[src/design/pps_pkg.sv]
// Shared constants and types for the programming port pin selector
package pps_pkg;

  // ==========================================================================
  // Scan path geometry and codes
  localparam int unsigned IR_W        = 4;
  localparam logic [3:0]  IR_CAPTURE  = 4'h1;
  localparam logic [3:0]  IR_BYPASS   = 4'hf;
  localparam logic [3:0]  IR_PROG     = 4'h2;
  localparam int unsigned CFG_W       = 8;
  localparam logic [7:0]  CFG_RST     = 8'h00;

  // ==========================================================================
  // Strap coding from the three-level receiver on the scan output pin
  localparam int unsigned ADDR_W      = 3;
  localparam logic [1:0]  STRAP_LOW   = 2'h0;
  localparam logic [1:0]  STRAP_MID   = 2'h1;
  localparam logic [1:0]  STRAP_HIGH  = 2'h2;

  // ==========================================================================
  // Pin synchroniser layout
  localparam int unsigned SYNC_W      = 6;
  localparam int unsigned PIN_SEL     = 0;
  localparam int unsigned PIN_CLK     = 1;
  localparam int unsigned PIN_MODE    = 2;
  localparam int unsigned PIN_DIN     = 3;
  localparam int unsigned PIN_STRAP   = 4;
  localparam logic [5:0]  SYNC_RST    = 6'h00;

  // ==========================================================================
  // Scan controller states
  typedef enum logic [3:0] {
    TAP_RESET, TAP_IDLE, TAP_SEL_DR, TAP_CAP_DR, TAP_SHIFT_DR, TAP_EXIT1_DR,
    TAP_PAUSE_DR, TAP_EXIT2_DR, TAP_UPD_DR, TAP_SEL_IR, TAP_CAP_IR, TAP_SHIFT_IR,
    TAP_EXIT1_IR, TAP_PAUSE_IR, TAP_EXIT2_IR, TAP_UPD_IR
  } pps_tap_state_t;

endpackage : pps_pkg

[src/design/pps_tap_if.sv]
// Carrier between the pin selector and its scan controller
`timescale 1ns/1ns
interface pps_tap_if;
  logic                    tck_rise;
  logic                    tms;
  logic                    tap_rst_b;
  pps_pkg::pps_tap_state_t state;

  modport ctrl (input tck_rise, input tms, input tap_rst_b, output state);
  modport user (output tck_rise, output tms, output tap_rst_b, input state);
endinterface : pps_tap_if

[src/design/pps_prog_port_select.sv]
// Programming port pin selector: scan port or two-wire bus on shared pins
`timescale 1ns/1ns
module pps_prog_port_select #(
  parameter int unsigned IR_W  = pps_pkg::IR_W,
  parameter int unsigned CFG_W = pps_pkg::CFG_W
) (
  input  wire logic                        ref_clk_i,
  input  wire logic                        rst_b_i,
  input  wire logic                        sel_i,
  input  wire logic                        scan_reset_b_i,
  input  wire logic                        scan_clock_in_i,
  input  wire logic                        mode_pin_i,
  input  wire logic                        din_pin_i,
  input  wire logic [1:0]                  slave_addr_strap_hi_i,
  input  wire logic                        twi_sda_pull_i,
  output logic                             dout_pin_o,
  output logic                             dout_pin_oe_o,
  output logic                             sda_pin_o,
  output logic                             sda_pin_oe_o,
  output logic                             jtag_mode_o,
  output logic                             twi_scl_o,
  output logic                             twi_sda_o,
  output logic [pps_pkg::ADDR_W-1:0]       slave_addr_o,
  output logic [CFG_W-1:0]                 cfg_data_o,
  output logic                             cfg_load_o
);

  // ==========================================================================
  // Pin synchronisers: three stages, a change counts when stages two and three agree
  logic [pps_pkg::SYNC_W-1:0] sync1_ff;
  logic [pps_pkg::SYNC_W-1:0] sync2_ff;
  logic [pps_pkg::SYNC_W-1:0] sync3_ff;
  logic [pps_pkg::SYNC_W-1:0] filt_ff;
  logic [pps_pkg::SYNC_W-1:0] pins_raw;
  logic [pps_pkg::SYNC_W-1:0] pin_chg;

  assign pins_raw = {slave_addr_strap_hi_i, din_pin_i, mode_pin_i, scan_clock_in_i, sel_i};

  genvar gi;
  generate
    for (gi = 0; gi < pps_pkg::SYNC_W; gi++)
    begin : g_sync
      assign pin_chg[gi] = (sync2_ff[gi] == sync3_ff[gi]) && (sync3_ff[gi] != filt_ff[gi]);
      always_ff @(posedge ref_clk_i or negedge rst_b_i)
      begin
        if (!rst_b_i)
        begin
          sync1_ff[gi] <= 1'b0;
          sync2_ff[gi] <= 1'b0;
          sync3_ff[gi] <= 1'b0;
          filt_ff[gi]  <= 1'b0;
        end
        else
        begin
          sync1_ff[gi] <= pins_raw[gi];
          sync2_ff[gi] <= sync1_ff[gi];
          sync3_ff[gi] <= sync2_ff[gi];
          if (pin_chg[gi])
            filt_ff[gi] <= sync3_ff[gi];
        end
      end
    end
  endgenerate

  wire       sel_f    = filt_ff[pps_pkg::PIN_SEL];
  wire       tck_rise = pin_chg[pps_pkg::PIN_CLK] && sync3_ff[pps_pkg::PIN_CLK];
  wire       tck_fall = pin_chg[pps_pkg::PIN_CLK] && !sync3_ff[pps_pkg::PIN_CLK];
  // Data pins are taken from stage three so they line up with the clock edge
  wire       tdi_s    = sync3_ff[pps_pkg::PIN_DIN];
  wire       tms_s    = sync3_ff[pps_pkg::PIN_MODE];
  wire [1:0] strap_hi = filt_ff[pps_pkg::PIN_STRAP+1:pps_pkg::PIN_STRAP];

  // ==========================================================================
  // Scan reset: asserted at once by any source, released in step with the clock
  logic rrel1_ff;
  logic rrel2_ff;
  wire  tap_async_b = rst_b_i && scan_reset_b_i && sel_i;

  always_ff @(posedge ref_clk_i or negedge tap_async_b)
  begin
    if (!tap_async_b)
    begin
      rrel1_ff <= 1'b0;
      rrel2_ff <= 1'b0;
    end
    else
    begin
      rrel1_ff <= 1'b1;
      rrel2_ff <= rrel1_ff;
    end
  end

  wire tap_rst_b = rrel2_ff;

  // ==========================================================================
  // Scan controller
  pps_tap_if tap ();
  assign tap.tck_rise  = tck_rise;
  assign tap.tms       = tms_s;
  assign tap.tap_rst_b = tap_rst_b;

  pps_tap_fsm u_tap (
    .ref_clk_i (ref_clk_i),
    .tap       (tap.ctrl)
  );

  wire st_shift_ir = tap.state == pps_pkg::TAP_SHIFT_IR;
  wire st_shift_dr = tap.state == pps_pkg::TAP_SHIFT_DR;
  wire st_cap_ir   = tap.state == pps_pkg::TAP_CAP_IR;
  wire st_cap_dr   = tap.state == pps_pkg::TAP_CAP_DR;
  wire st_upd_ir   = tap.state == pps_pkg::TAP_UPD_IR;
  wire st_upd_dr   = tap.state == pps_pkg::TAP_UPD_DR;
  wire st_reset    = tap.state == pps_pkg::TAP_RESET;

  // ==========================================================================
  // Instruction, bypass and configuration shift paths
  logic [IR_W-1:0]  ir_sh_ff;
  logic [IR_W-1:0]  ir_ff;
  logic [CFG_W-1:0] cfg_sh_ff;
  logic             byp_ff;
  logic             dout_ff;
  logic             dout_oe_ff;
  logic [CFG_W-1:0] cfg_ff;
  logic             cfg_load_ff;

  wire prog_sel  = ir_ff == IR_W'(pps_pkg::IR_PROG);
  wire shift_bit = st_shift_ir ? ir_sh_ff[0] : (prog_sel ? cfg_sh_ff[0] : byp_ff);

  always_ff @(posedge ref_clk_i or negedge tap_rst_b)
  begin
    if (!tap_rst_b)
    begin
      ir_sh_ff  <= IR_W'(pps_pkg::IR_CAPTURE);
      cfg_sh_ff <= CFG_W'(pps_pkg::CFG_RST);
      byp_ff    <= 1'b0;
    end
    else if (tck_rise)
    begin
      if (st_cap_ir)
        ir_sh_ff <= IR_W'(pps_pkg::IR_CAPTURE);
      else if (st_shift_ir)
        ir_sh_ff <= {tdi_s, ir_sh_ff[IR_W-1:1]};
      if (st_cap_dr)
      begin
        cfg_sh_ff <= cfg_ff;
        byp_ff    <= 1'b0;
      end
      else if (st_shift_dr)
      begin
        if (prog_sel)
          cfg_sh_ff <= {tdi_s, cfg_sh_ff[CFG_W-1:1]};
        else
          byp_ff <= tdi_s;
      end
    end
  end

  // Updates and the output pin act on the falling scan edge
  always_ff @(posedge ref_clk_i or negedge tap_rst_b)
  begin
    if (!tap_rst_b)
    begin
      ir_ff      <= IR_W'(pps_pkg::IR_BYPASS);
      dout_ff    <= 1'b0;
      dout_oe_ff <= 1'b0;
    end
    else if (tck_fall)
    begin
      if (st_upd_ir)
        ir_ff <= ir_sh_ff;
      else if (st_reset)
        ir_ff <= IR_W'(pps_pkg::IR_BYPASS);
      dout_oe_ff <= st_shift_ir || st_shift_dr;
      if (st_shift_ir || st_shift_dr)
        dout_ff <= shift_bit;
    end
  end

  // Loaded configuration survives scan resets; only the chip reset clears it
  always_ff @(posedge ref_clk_i or negedge rst_b_i)
  begin
    if (!rst_b_i)
    begin
      cfg_ff      <= CFG_W'(pps_pkg::CFG_RST);
      cfg_load_ff <= 1'b0;
    end
    else
    begin
      cfg_load_ff <= tap_rst_b && tck_fall && st_upd_dr && prog_sel;
      if (tap_rst_b && tck_fall && st_upd_dr && prog_sel)
        cfg_ff <= cfg_sh_ff;
    end
  end

  // ==========================================================================
  // Two-wire routing and strap address
  logic                      scl_ff;
  logic                      sda_ff;
  logic                      sda_oe_ff;
  logic                      mode_ff;
  logic [pps_pkg::ADDR_W-1:0] addr_ff;

  // An unused receiver code reads as the top level rather than aliasing low
  wire [1:0] hi_code = (strap_hi == pps_pkg::STRAP_LOW || strap_hi == pps_pkg::STRAP_MID)
                       ? strap_hi : pps_pkg::STRAP_HIGH;
  wire [pps_pkg::ADDR_W-1:0] addr_nxt = {hi_code, filt_ff[pps_pkg::PIN_MODE]};

  always_ff @(posedge ref_clk_i or negedge rst_b_i)
  begin
    if (!rst_b_i)
    begin
      scl_ff    <= 1'b1;
      sda_ff    <= 1'b1;
      sda_oe_ff <= 1'b0;
      mode_ff   <= 1'b0;
      addr_ff   <= '0;
    end
    else
    begin
      mode_ff   <= sel_f;
      scl_ff    <= sel_f ? 1'b1 : filt_ff[pps_pkg::PIN_CLK];
      sda_ff    <= sel_f ? 1'b1 : filt_ff[pps_pkg::PIN_DIN];
      sda_oe_ff <= !sel_f && twi_sda_pull_i;
      if (!sel_f)
        addr_ff <= addr_nxt;
    end
  end

  assign dout_pin_o    = dout_ff;
  assign dout_pin_oe_o = dout_oe_ff;
  assign sda_pin_o     = 1'b0;
  assign sda_pin_oe_o  = sda_oe_ff;
  assign jtag_mode_o   = mode_ff;
  assign twi_scl_o     = scl_ff;
  assign twi_sda_o     = sda_ff;
  assign slave_addr_o  = addr_ff;
  assign cfg_data_o    = cfg_ff;
  assign cfg_load_o    = cfg_load_ff;
endmodule : pps_prog_port_select

[src/design/pps_tap_fsm.sv]
// Scan controller state machine, advanced on detected scan clock rises
`timescale 1ns/1ns
module pps_tap_fsm (
  input  wire logic ref_clk_i,
  pps_tap_if.ctrl   tap
);

  pps_pkg::pps_tap_state_t state_ff;
  pps_pkg::pps_tap_state_t nxt_state;

  // ==========================================================================
  // Next state from the mode-select level
  always_comb
  begin
    nxt_state = state_ff;
    unique case (state_ff)
      pps_pkg::TAP_RESET:    nxt_state = tap.tms ? pps_pkg::TAP_RESET   : pps_pkg::TAP_IDLE;
      pps_pkg::TAP_IDLE:     nxt_state = tap.tms ? pps_pkg::TAP_SEL_DR  : pps_pkg::TAP_IDLE;
      pps_pkg::TAP_SEL_DR:   nxt_state = tap.tms ? pps_pkg::TAP_SEL_IR  : pps_pkg::TAP_CAP_DR;
      pps_pkg::TAP_CAP_DR:   nxt_state = tap.tms ? pps_pkg::TAP_EXIT1_DR : pps_pkg::TAP_SHIFT_DR;
      pps_pkg::TAP_SHIFT_DR: nxt_state = tap.tms ? pps_pkg::TAP_EXIT1_DR : pps_pkg::TAP_SHIFT_DR;
      pps_pkg::TAP_EXIT1_DR: nxt_state = tap.tms ? pps_pkg::TAP_UPD_DR  : pps_pkg::TAP_PAUSE_DR;
      pps_pkg::TAP_PAUSE_DR: nxt_state = tap.tms ? pps_pkg::TAP_EXIT2_DR : pps_pkg::TAP_PAUSE_DR;
      pps_pkg::TAP_EXIT2_DR: nxt_state = tap.tms ? pps_pkg::TAP_UPD_DR  : pps_pkg::TAP_SHIFT_DR;
      pps_pkg::TAP_UPD_DR:   nxt_state = tap.tms ? pps_pkg::TAP_SEL_DR  : pps_pkg::TAP_IDLE;
      pps_pkg::TAP_SEL_IR:   nxt_state = tap.tms ? pps_pkg::TAP_RESET   : pps_pkg::TAP_CAP_IR;
      pps_pkg::TAP_CAP_IR:   nxt_state = tap.tms ? pps_pkg::TAP_EXIT1_IR : pps_pkg::TAP_SHIFT_IR;
      pps_pkg::TAP_SHIFT_IR: nxt_state = tap.tms ? pps_pkg::TAP_EXIT1_IR : pps_pkg::TAP_SHIFT_IR;
      pps_pkg::TAP_EXIT1_IR: nxt_state = tap.tms ? pps_pkg::TAP_UPD_IR  : pps_pkg::TAP_PAUSE_IR;
      pps_pkg::TAP_PAUSE_IR: nxt_state = tap.tms ? pps_pkg::TAP_EXIT2_IR : pps_pkg::TAP_PAUSE_IR;
      pps_pkg::TAP_EXIT2_IR: nxt_state = tap.tms ? pps_pkg::TAP_UPD_IR  : pps_pkg::TAP_SHIFT_IR;
      pps_pkg::TAP_UPD_IR:   nxt_state = tap.tms ? pps_pkg::TAP_SEL_DR  : pps_pkg::TAP_IDLE;
    endcase
  end

  // ==========================================================================
  // State register: moves only on a scan clock rise
  always_ff @(posedge ref_clk_i or negedge tap.tap_rst_b)
  begin
    if (!tap.tap_rst_b)
      state_ff <= pps_pkg::TAP_RESET;
    else if (tap.tck_rise)
      state_ff <= nxt_state;
  end

  assign tap.state = state_ff;
endmodule : pps_tap_fsm

[config.mk]
export PLATFORM = sky130hd
export DESIGN_NAME = pps_prog_port_select
export DESIGN_NICKNAME = d
export VERILOG_FILES = /design/src/design/pps_pkg.sv /design/src/design/pps_tap_if.sv /design/src/design/pps_prog_port_select.sv /design/src/design/pps_tap_fsm.sv
export SDC_FILE = /design/constraint.sdc
export NUM_CORES = 1
export LEC_CHECK = 0
export ABC_AREA = 1
export BUFFER_PORTS_ARGS = -buffer_cell sky130_fd_sc_hd__buf_4
export CAP_MARGIN = 20
export CELL_PAD_IN_SITES_DETAIL_PLACEMENT = 1
export CELL_PAD_IN_SITES_GLOBAL_PLACEMENT = 2
export CORE_MARGIN = 8
export CORE_UTILIZATION = 39
export DETAILED_ROUTE_END_ITERATION = 12
export PLACE_DENSITY_LB_ADDON = 0.1
export REMOVE_ABC_BUFFERS = 1
export SKIP_LAST_GASP = 1
export SYNTH_ARGS = -nofsm -noshare
export SYNTH_HDL_FRONTEND = slang
export SYNTH_HIERARCHICAL = 1
export SYNTH_SLANG_ARGS = --single-unit
[constraint.sdc]
create_clock -name ref_clk_i -period 1.4 [get_ports ref_clk_i]
set_input_delay 0.14 -clock ref_clk_i [delete_from_list [all_inputs] [get_ports ref_clk_i]]
set_output_delay 0.14 -clock ref_clk_i [all_outputs]
set_load 0.01 [all_outputs]
-- Word level (Yosys, flattened, before mapping)
Cells that the tools add are included.
- flip-flop bits (word level): 65
- output and inout bits: 19
- word-level logic and storage cells: 130
- equality and inequality tests: 30
- muxes and demuxes: 28
- reductions and logical operators: 32
- operator list (cell ; number):
    case mux 4 bit (12 select lines) ; 1
    == test 4 bit (second input constant) ; 8
    2-to-1 mux 4 bit ; 8
    2-to-1 mux 8 bit ; 3
    == test 4 x 3 -> 1 bit (second input constant) ; 4
    logical AND 1 bit ; 14
    == test 4 x 2 -> 1 bit (second input constant) ; 3
    2-to-1 mux 1 bit ; 10
    2-to-1 mux 2 bit ; 4
    nonzero test 2 bit ; 4
    == test 1 bit ; 6
    2-to-1 mux 3 bit ; 2
    != test 1 bit ; 6
    AND reduction 2 bit ; 3
    AND reduction 3 bit ; 2
    == test 4 x 1 -> 1 bit (second input constant) ; 1
    logical NOT 4 bit ; 1
    OR reduction 2 bit ; 2
    OR reduction 3 bit ; 1
    == test 2 x 1 -> 1 bit (second input constant) ; 1
    logical NOT 1 bit ; 2
    logical NOT 2 bit ; 1
    logical OR 1 bit ; 2
    != test 2 bit (second input constant) ; 1

-- Logic depth before layout (Yosys ltp)
Gate-level depths: netlist (run 1).
- depth after elaboration: 6
- mapped depth: 9
- gate-level depth less buffers: 8

-- Hierarchy
Netlist (run 1), hierarchy kept.
- by module, submodules not included (module ; instances ; cells an instance ; area each (um^2)):
    pps_prog_port_select ; 1 ; 235 ; 2362.3
    pps_tap_fsm ; 1 ; 72 ; 424.2

-- Worst setup path after synthesis (run 1)
Ideal clock, no wire load.
- path type: reg-to-reg
- start: register rrel2_ff
- end: register cfg_ff[1] (netlist: cfg_data_o[1])
- data arrival time: 1.402 ns
- required time: 1.335 ns
- setup slack: -0.067 ns
- stages on the path, launching flop included: 7
- period minus slack after synthesis: 1.467 ns
- cell sequence: dfrtp_1 nand2_1 nor2_1 nand3_2 clkinv_2 nand2_1 nand2_1
- longest elaborated chain between the ends: 3
- RTL lines (element ; RTL line ; RTL):
    from (decl) ; pps_prog_port_select.sv:76 ; logic rrel2_ff;
    from (signal assigned) ; pps_prog_port_select.sv:89 ; rrel2_ff <= rrel1_ff;
    logical AND 1 bit (3 in a row) ; pps_prog_port_select.sv:190 ; if (tap_rst_b && tck_fall && st_upd_dr && prog_sel)
    to (signal assigned) ; pps_prog_port_select.sv:184 ; cfg_ff <= CFG_W'(pps_pkg::CFG_RST);
    to (signal assigned) ; pps_prog_port_select.sv:191 ; cfg_ff <= cfg_sh_ff;
    to (decl) ; pps_prog_port_select.sv:123 ; logic [CFG_W-1:0] cfg_ff;
Every way passes these cells.
A chain may end at the register's enable or synchronous reset.

-- Worst setup path in the final report (run 1)
- start: register u_tap.state_ff[3] (netlist: u_tap/tap.state[3])
- end: register byp_ff
- longest elaborated chain between the ends: 3
- RTL lines (element ; RTL line ; RTL):
    from (decl) ; pps_tap_fsm.sv:8 ; pps_pkg::pps_tap_state_t state_ff;
    from (signal assigned) ; pps_tap_fsm.sv:41 ; state_ff <= pps_pkg::TAP_RESET;
    from (signal assigned) ; pps_tap_fsm.sv:43 ; state_ff <= nxt_state;
    == test 4 x 2 -> 1 bit or == test 4 x 3 -> 1 bit (tied branches) ; pps_prog_port_select.sv:110, pps_prog_port_select.sv:108 ;
    != test 2 bit (no line) or nonzero test 2 bit (tied branches) ; - ;
    AND reduction 3 bit (no line) ; - ;
    to (signal assigned) ; pps_prog_port_select.sv:153 ; byp_ff <= tdi_s;
    to (decl) ; pps_prog_port_select.sv:120 ; logic byp_ff;
Several ways; a longest one is shown, not always the timed one.

==> results of run 1 <==
registers in the layout, indices dropped and copies added, names as in the netlist, 3 cells and up:
| name | flops |
|---|---|
| sync2_ff | 6 |
| ir_sh_ff | 4 |
| cfg_sh_ff | 8 |
| slave_addr_o | 3 |
| u_tap/tap.state | 4 |
| filt_ff | 4 |
| sync3_ff | 4 |
| cfg_data_o | 8 |
| ir_ff | 4 |
| sync1_ff | 6 |
metal layers:
metal | up-vias | GRT usage (%) | share of wire [%]
met5 | - | 0 | 0
met4 | 0 | 6.51 | 2.0
met3 | 13 | 3.80 | 3.1
met2 | 26 | 22.8 | 47
met1 | 1091 | 20.2 | 48
li1 | 1108 | - | -
logic make-up after synthesis:
family / count (synthesis)
fa+ha+maj: 5
buf+inv: 28
flops: 65
other cells: 2
simple gates: 183
compound gates: 24
per-stage QoR:
step | util (%) | TNS, ns | cells | setup slack, ns
floorplan | - | -2.10 | 301 | -0.192
global placement | 44.8 | -0.127 | 443 | -0.0192
detailed placement | 44.8 | -0.646 | 443 | -0.0643
CTS | 50.3 | -0.00778 | 472 | -0.00778
global route | 51.6 | -0.289 | 480 | -0.0390
finish | 51.6 | 0 | 480 | 0.0389
synthesized netlist by cell type:
library cell / number / area (um^2)
nand4_1: 2 / 12.5
buf_4: 3 / 22.5
nor3b_1: 1 / 7.51
and3_1: 1 / 6.26
inv_1: 18 / 67.6
dfrtp_1: 58 / 1450
a21oi_1: 8 / 40.0
conb_1: 2 / 7.51
inv_2: 3 / 11.3
a21boi_4: 1 / 18.8
buf_6: 3 / 33.8
nor2_4: 4 / 45.0
nand2_1: 109 / 409
maj3_1: 5 / 50.1
nor3_4: 1 / 16.3
nor3_1: 2 / 10.0
clkinv_2: 1 / 5.00
a22o_1: 1 / 8.76
nand3_2: 2 / 20.0
o21ai_1: 2 / 10.0
a22oi_1: 1 / 7.51
o21ai_2: 2 / 17.5
nor2_1: 30 / 113
nand3_1: 27 / 135
nand2_2: 2 / 12.5
dfstp_2: 7 / 184
a31oi_1: 1 / 6.26
nand2_4: 1 / 11.3
o21ai_0: 8 / 40.0
or2_2: 1 / 6.26
how the worst max path moves through the flow:
stage	startpoint	to	slack [ns]	cells past startpoint
floorplan	u_tap/tap.state[0]$_DFFE_PN0P_	cfg_sh_ff[0]$_DFFE_PN0P_	-0.19	7
global placement	u_tap/tap.state[0]$_DFFE_PN0P_	cfg_sh_ff[3]$_DFFE_PN0P_	-0.02	6
detailed placement	u_tap/tap.state[1]$_DFFE_PN0P_	cfg_sh_ff[5]$_DFFE_PN0P_	-0.06	6
CTS	u_tap/tap.state[1]$_DFFE_PN0P_	cfg_sh_ff[5]$_DFFE_PN0P_	-0.008	6
global route	u_tap/tap.state[1]$_DFFE_PN0P_	cfg_data_o[5]$_DFFE_PN0P_	-0.04	7
finish	u_tap/tap.state[3]$_DFFE_PN0P_	byp_ff$_DFFE_PN0P_	0.04	7
worst max-delay path, cell delays in order, from the launching register on:
cell	delay (ns)
dfrtp_2	0.46
nor2_4	0.18
nand2_4	0.10
buf_4	0.17
nand2_1	0.08
nand3_1	0.10
nand2_1	0.08
o21ai_0	0.07
report_power, final:
| part | total [mW] | switching (mW) | internal, mW |
|---|---|---|---|
| Sequential | 2.19 | 0.139 | 2.05 |
| Clock | 2.00 | 0.796 | 1.20 |
| Combinational | 1.37 | 0.815 | 0.554 |
cell type report:
class	instances	area share [%]
timing repair buffer	64	14.0
tap	99	3.38
clock inverter	7	3.42
inverter	22	2.32
sequential	65	44.7
multi-input combinational	214	28.8
clock buffer	9	3.38
what timing repair did:
action,in CTS,in global routing
pin swaps,1,3
endpoints found under the setup margin,17,30
gates resized for setup,4,13
setup buffers,3,8
hold buffers,10,0
cloned,0,0
hold endpoints to repair,38,0
==> run_results.csv, run 1 <==
group,metric,value,unit
status,status,"complete, no violations",
power_and_ir_drop,p_per_area,1520,mW/mm^2
finish,stdcell_area,0.00366,mm^2
setup_path,cp.required,1.62,ns
setup_path,crit_path_end_kind,"register",
power_and_ir_drop,peakVddDrop,0.714,mV
finish,fillerInstances,836,
finish,layout.nets,386,
global_routing,antenna_found_initial,0,
synthesis,synth_top_family_by_area,"simple AND/OR/NAND/NOR gates",
finish,multiInputGateArea,0.00105,mm^2
drt,drc,0,
setup_path,cp_data_arrival_time,1.58,ns
finish,area_growth,31.4,%
sta,grt_setup_unrepaired,"true",
setup_path,startpoint_type,"register",
clock_tree,h-tree-depth,3,
synthesis,ys_seq_area_share,58.7,%
finish,diodes,0,
global_routing,gr-usage-all-layers,15.2,%
floorplanning,io_pins,29,
global_routing,grt_pass1_vias,2414,
floorplanning,rows,31,
flow_run,maxCapViolations,0,
finish,mostFrequentLayoutCells,"nand2_1 (107), dfrtp_1 (56), buf_4 (52)",
sta,maxSlewViolCount,0,
finish,regArea,0.00164,mm^2
drt,routed_wl,7.03,mm
floorplanning,dieHeight,101,um
finish,layout_commonest_cell,"nand2_1",
placed_design,gp_congestion,0.789,
global_routing,grt_overflow,0,
synthesis,netlist_area,0.00279,mm^2
floorplanning,start_util,39.3,%
placed_design,dp_hpwl,4.68,mm
min_path,min_path_type,"in2async",
setup_path,r2r-start,"u_tap/tap.state[3]$_DFFE_PN0P_",
synthesis,synth-xor-area-share,0,%
sta,hold_viol,0,
synthesis,synth-seq-cells,65,
synthesis,synth_area_per_cell,9.08,um^2
synthesis,synth-simple-area-share,28.9,%
sta,fmax,735,MHz
power_and_ir_drop,finalPower,5.55,mW
clock_tree,cts_tree,"built",
clock_tree,cts_sinks,65,
setup_path,r2r_slack,0.04,ns
setup_path,r2r_cells,7,
floorplanning,core_area,0.00710,mm^2
clock_tree,clkLatencyLatePin,0.34,ns
placed_design,io_buffers,27,
drt,dr_total_vias,2238,
clock_tree,cts_made_buffers,9,
synthesis,synthCells,307,
setup_path,path_max_fanout,6,
power_and_ir_drop,p_leak,1.84,nW
synthesis,synth_compound_area_share,5.34,%
clock_tree,cts.clk_slew.worst_paths,0.08,ns
clock_tree,cts_root_buffer,"clkbuf_8",
drt,ant_nets,0,
synthesis,synth.distinct_cells,30,
sta,setup_viol,0,
clock_tree,cts.path.max_buffers,2,
placed_design,place_area,0.00318,mm^2
drt,routedWlPerCell,14.7,um
synthesis,muxShareOfSynthArea,0,%
sta,fin_skew,0.00633,ns
drt,drtIter0Drc,84,
synthesis,synthAdderAreaFrac,1.80,%
setup_path,path_class,"reg2reg",
sta,holdWs,0.262,ns
sta,fin_crit,1.36,ns
drt,dr.pass1.iters,4,
finish,drive_above_1_share,28.1,%
global_routing,grt_pass1_wl,12.0,mm
floorplanning,die-area,0.0101,mm^2
sta,period_share,97.2,%
floorplanning,die_x,101,um
drt,via_per_inst,4.66,
synthesis,yosys_warnings,6,
global_routing,grt_max_degree,34,
setup_path,reg2reg_to,"byp_ff$_DFFE_PN0P_",
Power figures use the tool's default switching activity.
==> inputs of run 2 (changes only) <==
--- a/config.mk
+++ b/config.mk
@@ -5,13 +5,13 @@
 export SDC_FILE = /design/constraint.sdc
 export NUM_CORES = 1
 export LEC_CHECK = 0
-export ABC_AREA = 1
+export ABC_AREA = 0
 export BUFFER_PORTS_ARGS = -buffer_cell sky130_fd_sc_hd__buf_4
 export CAP_MARGIN = 20
 export CELL_PAD_IN_SITES_DETAIL_PLACEMENT = 1
 export CELL_PAD_IN_SITES_GLOBAL_PLACEMENT = 2
 export CORE_MARGIN = 8
-export CORE_UTILIZATION = 39
+export CORE_UTILIZATION = 43
 export DETAILED_ROUTE_END_ITERATION = 12
 export PLACE_DENSITY_LB_ADDON = 0.1
 export REMOVE_ABC_BUFFERS = 1
==> run 2 against run 1 <==
  * The flow now finishes with violations (negative setup slack)
  * Design area rose by 1.8%
  * Non-clock buffer count increased by 12
  * Synthesized area shrank 2.8%
  * Hold slack lost 0.23 ns
  * Combinational power grew 34%
  * Synthesized cell count decreased by 34%
  * Largest power group unchanged
  * Highest routed layer unchanged
==> run_results.csv, run 2 <==
group,metric,value,unit
synthesis,synth-xor-area-share,0.323,%
clock_tree,cts_tree,"built",
synthesis,synth-simple-area-share,13.5,%
sta,fin_skew,0.00765,ns
drt,ant_nets,0,
clock_tree,cts.path.max_buffers,2,
synthesis,yosysMostFrequentCell,"dfrtp_1",
global_routing,grt_pass1_vias,2045,
sta,tns,-3.80,ns
clock_tree,h-tree-depth,3,
sta,holdWs,0.0330,ns
synthesis,muxShareOfSynthArea,12.7,%
synthesis,netlist.area_leader.share,53.6,%
setup_path,crit_path_end_kind,"register",
finish,drive_above_1_share,53.0,%
floorplanning,io_pins,29,
sta,fin_crit,1.60,ns
setup_path,path_class,"reg2reg",
finish,finalNonFillerCells,364,
min_path,min_path_type,"in2reg",
drt,drc,0,
finish,regArea,0.00164,mm^2
sta,setup_viol,26,
finish,stdcell_area,0.00373,mm^2
synthesis,synthAdderAreaFrac,2.22,%
sta,maxSlewViolCount,0,
sta,layout_setup_ws,-0.195,ns
clock_tree,cts_root_buffer,"clkbuf_8",
global_routing,grt_max_degree,29,
floorplanning,die-area,0.00910,mm^2
status,status,"complete, but fails checks",
synthesis,yosys.area.top_type,"dfrtp_1",
setup_path,cp.required,1.60,ns
placed_design,place_inst,327,
global_routing,grt_overflow,0,
status,violations,"negative setup slack",
floorplanning,die_x,95.4,um
finish,fillerInstances,610,
drt,routedWlPerCell,17.9,um
finish,mostFrequentLayoutCells,"buf_4 (59), dfrtp_1 (54), mux2_2 (26)",
synthesis,netlist_area,0.00271,mm^2
placed_design,dpl_worst_slack,-0.323,ns
power_and_ir_drop,peakVddDrop,1.02,mV
finish,multiInputGateArea,0.00113,mm^2
synthesis,synth_edf_count,0,
clock_tree,clkLatencyLatePin,0.34,ns
drt,routed_wl,6.52,mm
synthesis,synth_top_family_by_area,"simple AND/OR/NAND/NOR gates",
placed_design,dp_hpwl,4.27,mm
global_routing,antenna_found_initial,0,
synthesis,synthCells,204,
floorplanning,rows,29,
flow_run,maxCapViolations,0,
setup_path,cp_data_arrival_time,1.80,ns
synthesis,ys.flop_type,"dfrtp_1",
global_routing,grt_pass1_wl,10.9,mm
synthesis,ys_top_cells_by_area,"dfrtp_1 (54%), mux2_2 (12%), dfstp_2 (6.8%)",
placed_design,place_area,0.00318,mm^2
synthesis,ys_top_cells_by_count,"dfrtp_1 (58), mux2_2 (28), nand2_1 (11)",
drt,dr.pass1.iters,4,
setup_path,path_max_fanout,6,
sta,grt_setup_unrepaired,"true",
synthesis,synth-seq-cells,65,
drt,drtIter0Drc,28,
clock_tree,cts.clk_slew.worst_paths,0.07,ns
synthesis,synth_compound_area_share,7.11,%
drt,dr_total_vias,1867,
synthesis,yosys_warnings,6,
finish,diodes,0,
global_routing,gr-usage-all-layers,16.0,%
clock_tree,cts_made_buffers,9,
synthesis,synth_area_per_cell,13.3,um^2
synthesis,synthArstFlopShare,100,%
synthesis,ys_seq_area_share,60.4,%
setup_path,crit_path_max_incr_delay,0.41,ns
sta,fmax,627,MHz
floorplanning,start_util,43.7,%
setup_path,cp_cell_sequence,"nand3b_1, buf_4, clkinvlp_4, and4b_1, a211oi_2, o211ai_1",
setup_path,crit_path_top_delay_cell,"dfrtp_1",
clock_tree,cts_sinks,65,
floorplanning,core_area,0.00620,mm^2
finish,area_growth,37.7,%
synthesis,synth.distinct_cells,46,
placed_design,gp_congestion,0.786,
finish,layout_commonest_cell,"buf_4",
sta,hold_viol,0,
power_and_ir_drop,p_per_area,1570,mW/mm^2
sta,period_share,114,%
setup_path,startpoint_type,"register",
drt,via_per_inst,5.13,
placed_design,io_buffers,27,
floorplanning,dieHeight,95.4,um
finish,layout.nets,292,
power_and_ir_drop,p_leak,1.69,nW
## run 2: changes by cell type in the layout (fill, tap and decap cells not counted), moves of 4 or more
cell | before | now
nand2_1 | 107 | 9
o21ai_0 | 8 | 3
inv_1 | 17 | 6
nor2_1 | 25 | 4
nand3_1 | 26 | 0
a21oi_1 | 8 | 2
buf_4 | 52 | 59
o22a_1 | 0 | 4
mux2_2 | 0 | 26
nor2_4 | 4 | 0
buf_6 | 2 | 7
## run 2: cell type report
| type | instances | area share, % |
|---|---|---|
| timing repair inverter | 1 | 0.201 |
| inverter | 8 | 0.906 |
| multi-input combinational | 121 | 30.3 |
| clock inverter | 5 | 1.54 |
| tap | 77 | 2.58 |
| timing repair buffer | 76 | 16.9 |
| clock buffer | 11 | 3.52 |
| sequential | 65 | 44.0 |
## run 2: worst max-delay path, delay by kind of cell (launching register included)
kind / cells / cell delay [ns]
simple gates: 2 / 0.46
flops: 1 / 0.41
buf+inv: 2 / 0.33
compound gates: 2 / 0.26
## run 2: path summary, 6_finish.rpt
check                      cells past startpoint  slack, ns                              to                  start
setup / recovery                               6      -0.20  u_tap/tap.state[0]$_DFFE_PN0P_  sync2_ff[1]$_DFF_PN0_
hold / removal                                 2       0.03          sda_pin_oe_o$_DFF_PN0_         twi_sda_pull_i
setup reg to reg                               6      -0.20  u_tap/tap.state[0]$_DFFE_PN0P_  sync2_ff[1]$_DFF_PN0_
hold reg to reg                                0       0.35           sync2_ff[0]$_DFF_PN0_  sync1_ff[0]$_DFF_PN0_
max in group asynchronous                      4       0.14              rrel2_ff$_DFF_PN0_                rst_b_i
min in group asynchronous                      2       0.24       cfg_data_o[5]$_DFFE_PN0P_                rst_b_i
## run 2: through the flow
stage	utilization (%)	power, mW
global route	60.1	6.19
floorplan	-	3.21
finish	60.1	5.86
CTS	58.4	5.73
detailed placement	51.2	3.94
global placement	51.2	3.83
## run 2: where the power goes
part | internal [mW] | switching [mW]
combinational | 0.949 | 0.887
sequential | 2.21 | 0.290
clock | 0.823 | 0.704
## run 2: cell families (layout without fill, tap and decap cells)
family	count (synthesis)	count (layout)
other	2	2
AOI/OAI and AO/OA	27	27
adders and majority gates	6	6
muxes	31	31
buffers and inverters	18	101
and+or+nand+nor	54	54
DFF	65	65
xor gates and xnor gates	1	1
## run 2: what timing repair did
| action | CTS | global route |
|---|---|---|
| cloned | 1 | 0 |
| hold buffers | 9 | 0 |
| buffers inserted | 7 | 7 |
| pin swaps | 13 | 7 |
| endpoints found under the hold margin | 32 | 0 |
| endpoints found under the setup margin | 30 | 28 |
| resized for setup | 30 | 15 |
## run 2: per-layer routing
metal	track usage, %	wire length, um	vias to the layer above
met1	19.0	2790	947
met3	6.06	243	13
li1	-	-	876
met2	26.1	3370	31
met4	5.25	119	0
met5	0	0	-
==> inputs of run 3 (changes only) <==
--- a/config.mk
+++ b/config.mk
@@ -9,9 +9,10 @@
 export BUFFER_PORTS_ARGS = -buffer_cell sky130_fd_sc_hd__buf_4
 export CAP_MARGIN = 20
 export CELL_PAD_IN_SITES_DETAIL_PLACEMENT = 1
-export CELL_PAD_IN_SITES_GLOBAL_PLACEMENT = 2
+export CELL_PAD_IN_SITES_GLOBAL_PLACEMENT = 1
 export CORE_MARGIN = 8
-export CORE_UTILIZATION = 43
+export CORE_UTILIZATION = 53
+export CTS_BUF_LIST = sky130_fd_sc_hd__clkbuf_8
 export DETAILED_ROUTE_END_ITERATION = 12
 export PLACE_DENSITY_LB_ADDON = 0.1
 export REMOVE_ABC_BUFFERS = 1
==> run 3 against run 2 <==
  * The flow still finishes with violations (negative setup slack)
  * Clock skew up 0.00054 ns
  * Final cell count decreased by 1.4%
  * Routed wire length increased by 59%
  * Sequential power up 3%
  * Clock-buffer cell count fell by 2
  * Critical path type unchanged
  * Total power increased by 5.6%
  * Combinational power is 9.8% higher
  * Via count up 16%
  * First-iteration DRC count increased to 4.9 times the previous value
==> run_results.csv, run 3 (synthesized netlist as in run 2, its figures left out) <==
group,metric,value,unit
setup_path,path_class,"reg2reg",
power_and_ir_drop,clkPwrFrac,25.8,%
placed_design,gp_congestion,0.812,
finish,layout_commonest_cell,"buf_4",
sta,hold_viol,0,
setup_path,startpoint_type,"register",
floorplanning,die-area,0.00765,mm^2
sta,layout_setup_ws,-0.315,ns
global_routing,grt_pass1_wl,12.7,mm
drt,ant_nets,0,
floorplanning,dieHeight,87.5,um
setup_path,crit_path_end_kind,"register",
floorplanning,rows,26,
power_and_ir_drop,p_leak,1.72,nW
clock_tree,cts.clk_slew.worst_paths,0.08,ns
clock_tree,cts_tree,"built",
finish,layout.nets,294,
finish,drive_above_1_share,50.2,%
global_routing,grt_max_degree,34,
sta,grt_setup_unrepaired,"true",
setup_path,cp.required,1.62,ns
clock_tree,h-tree-depth,3,
power_and_ir_drop,internal_power,3.97,mW
status,status,"complete, but fails checks",
setup_path,path_max_fanout,8,
clock_tree,cts_made_buffers,9,
placed_design,dp_hpwl,4.59,mm
drt,routed_wl,10.4,mm
finish,fillerInstances,471,
status,violations,"negative setup slack",
sta,fin_skew,0.00819,ns
drt,dr_total_vias,2174,
flow_run,maxCapViolations,0,
power_and_ir_drop,p_sw,2.22,mW
drt,drtIter0Drc,136,
clock_tree,clkLatencyLatePin,0.35,ns
sta,fmax,583,MHz
clock_tree,cts.path.max_buffers,2,
drt,via_per_inst,6.06,
floorplanning,start_util,54.1,%
power_and_ir_drop,switching_share,35.9,%
power_and_ir_drop,combPwrFrac,32.7,%
clock_tree,cts_sinks,65,
floorplanning,io_pins,29,
power_and_ir_drop,p_seq_share,41.6,%
global_routing,grt_pass1_vias,2263,
sta,period_share,123,%
placed_design,io_buffers,27,
floorplanning,die_x,87.5,um
sta,fin_crit,1.72,ns
sta,tns,-6.70,ns
setup_path,cp_data_arrival_time,1.94,ns
power_and_ir_drop,p_per_area,1680,mW/mm^2
drt,drc,0,
sta,setup_viol,32,
finish,area_growth,36.3,%
sta,maxSlewViolCount,0,
finish,stdcell_area,0.00369,mm^2
drt,routedWlPerCell,28.9,um
setup_path,r2r_slack,-0.32,ns
clock_tree,cts_root_buffer,"clkbuf_8",
power_and_ir_drop,peakVddDrop,1.04,mV
drt,dr.pass1.iters,4,
finish,diodes,0,
placed_design,place_area,0.00314,mm^2
finish,mostFrequentLayoutCells,"buf_4 (62), dfrtp_1 (53), mux2_2 (27)",
power_and_ir_drop,finalPower,6.19,mW
global_routing,grt_overflow,0,
global_routing,antenna_found_initial,0,
global_routing,gr-usage-all-layers,22.9,%
min_path,min_path_type,"in2reg",
floorplanning,core_area,0.00501,mm^2
run 3: changes by cell type in the layout (fill, tap and decap cells not counted), moves of 2 or more:
cell	change
a21oi_1	+2
nor2_1	+2
clkbuf_1	-2
nor2b_4	+2
inv_1	+5
nor2_2	-2
buf_4	+3
run 3: worst max-delay path, cell delays in order (launching register included):
cell     delay (ns)
dfrtp_2        0.49
and2b_1        0.27
and2_1         0.23
nand4_4        0.23
mux2_2         0.37
run 3: repair_timing:
action,4_1_cts,5_1_grt
setup buffers,6,10
endpoints found under the setup margin,30,31
hold buffers,9,0
cloned,1,0
gates resized for setup,16,21
hold endpoints to repair,37,0
pin swaps,6,10
run 3: area by class of cell:
type	count	area, um^2	area share [%]
timing repair buffer	78	643	17.4
inverter	8	33.8	0.915
tap	70	87.6	2.37
clock buffer	9	124	3.36
multi-input combinational	121	1090	29.7
timing repair inverter	1	7.51	0.203
sequential	65	1640	44.5
clock inverter	7	58.8	1.59
run 3: power by group through the flow:
stage / registers [mW] / clock network, mW / logic, mW
2_1_floorplan: 2.57 / 0 / 0.637
3_3_place_gp: 2.47 / 0 / 1.32
3_5_place_dp: 2.50 / 0 / 1.44
4_1_cts: 2.49 / 1.50 / 1.59
5_1_grt: 2.60 / 1.70 / 2.12
6_report: 2.57 / 1.59 / 2.02
run 3: final timing paths:
kind	startpoint	end	cells past startpoint
max	u_tap/tap.state[2]$_DFFE_PN0P_	cfg_data_o[6]$_DFFE_PN0P_	4
min reg2reg	sync1_ff[5]$_DFF_PN0_	sync2_ff[5]$_DFF_PN0_	0
max in group asynchronous	rst_b_i	rrel2_ff$_DFF_PN0_	4
min in group asynchronous	rst_b_i	sda_pin_oe_o$_DFF_PN0_	2
min	twi_sda_pull_i	sda_pin_oe_o$_DFF_PN0_	2
max reg2reg	u_tap/tap.state[2]$_DFFE_PN0P_	cfg_data_o[6]$_DFFE_PN0P_	4
run 3: metal layers:
| metal | global-route usage, % | wire [um] |
|---|---|---|
| met5 | 0 | 0 |
| met1 | 24.9 | 4000 |
| met2 | 40.2 | 5280 |
| met3 | 6.89 | 631 |
| met4 | 9.69 | 478 |
run 3: metrics by stage:
step / hold slack (ns) / instances / utilization (%) / worst slack (ns)
2_1_floorplan: -0.156 / 194 / - / -0.409
3_3_place_gp: 0.0599 / 317 / 62.8 / -0.231
3_5_place_dp: 0.0622 / 317 / 62.8 / -0.317
4_1_cts: 0.0262 / 349 / 70.6 / -0.255
5_1_grt: 0.0512 / 359 / 73.7 / -0.352
6_report: 0.0678 / 359 / 73.7 / -0.315
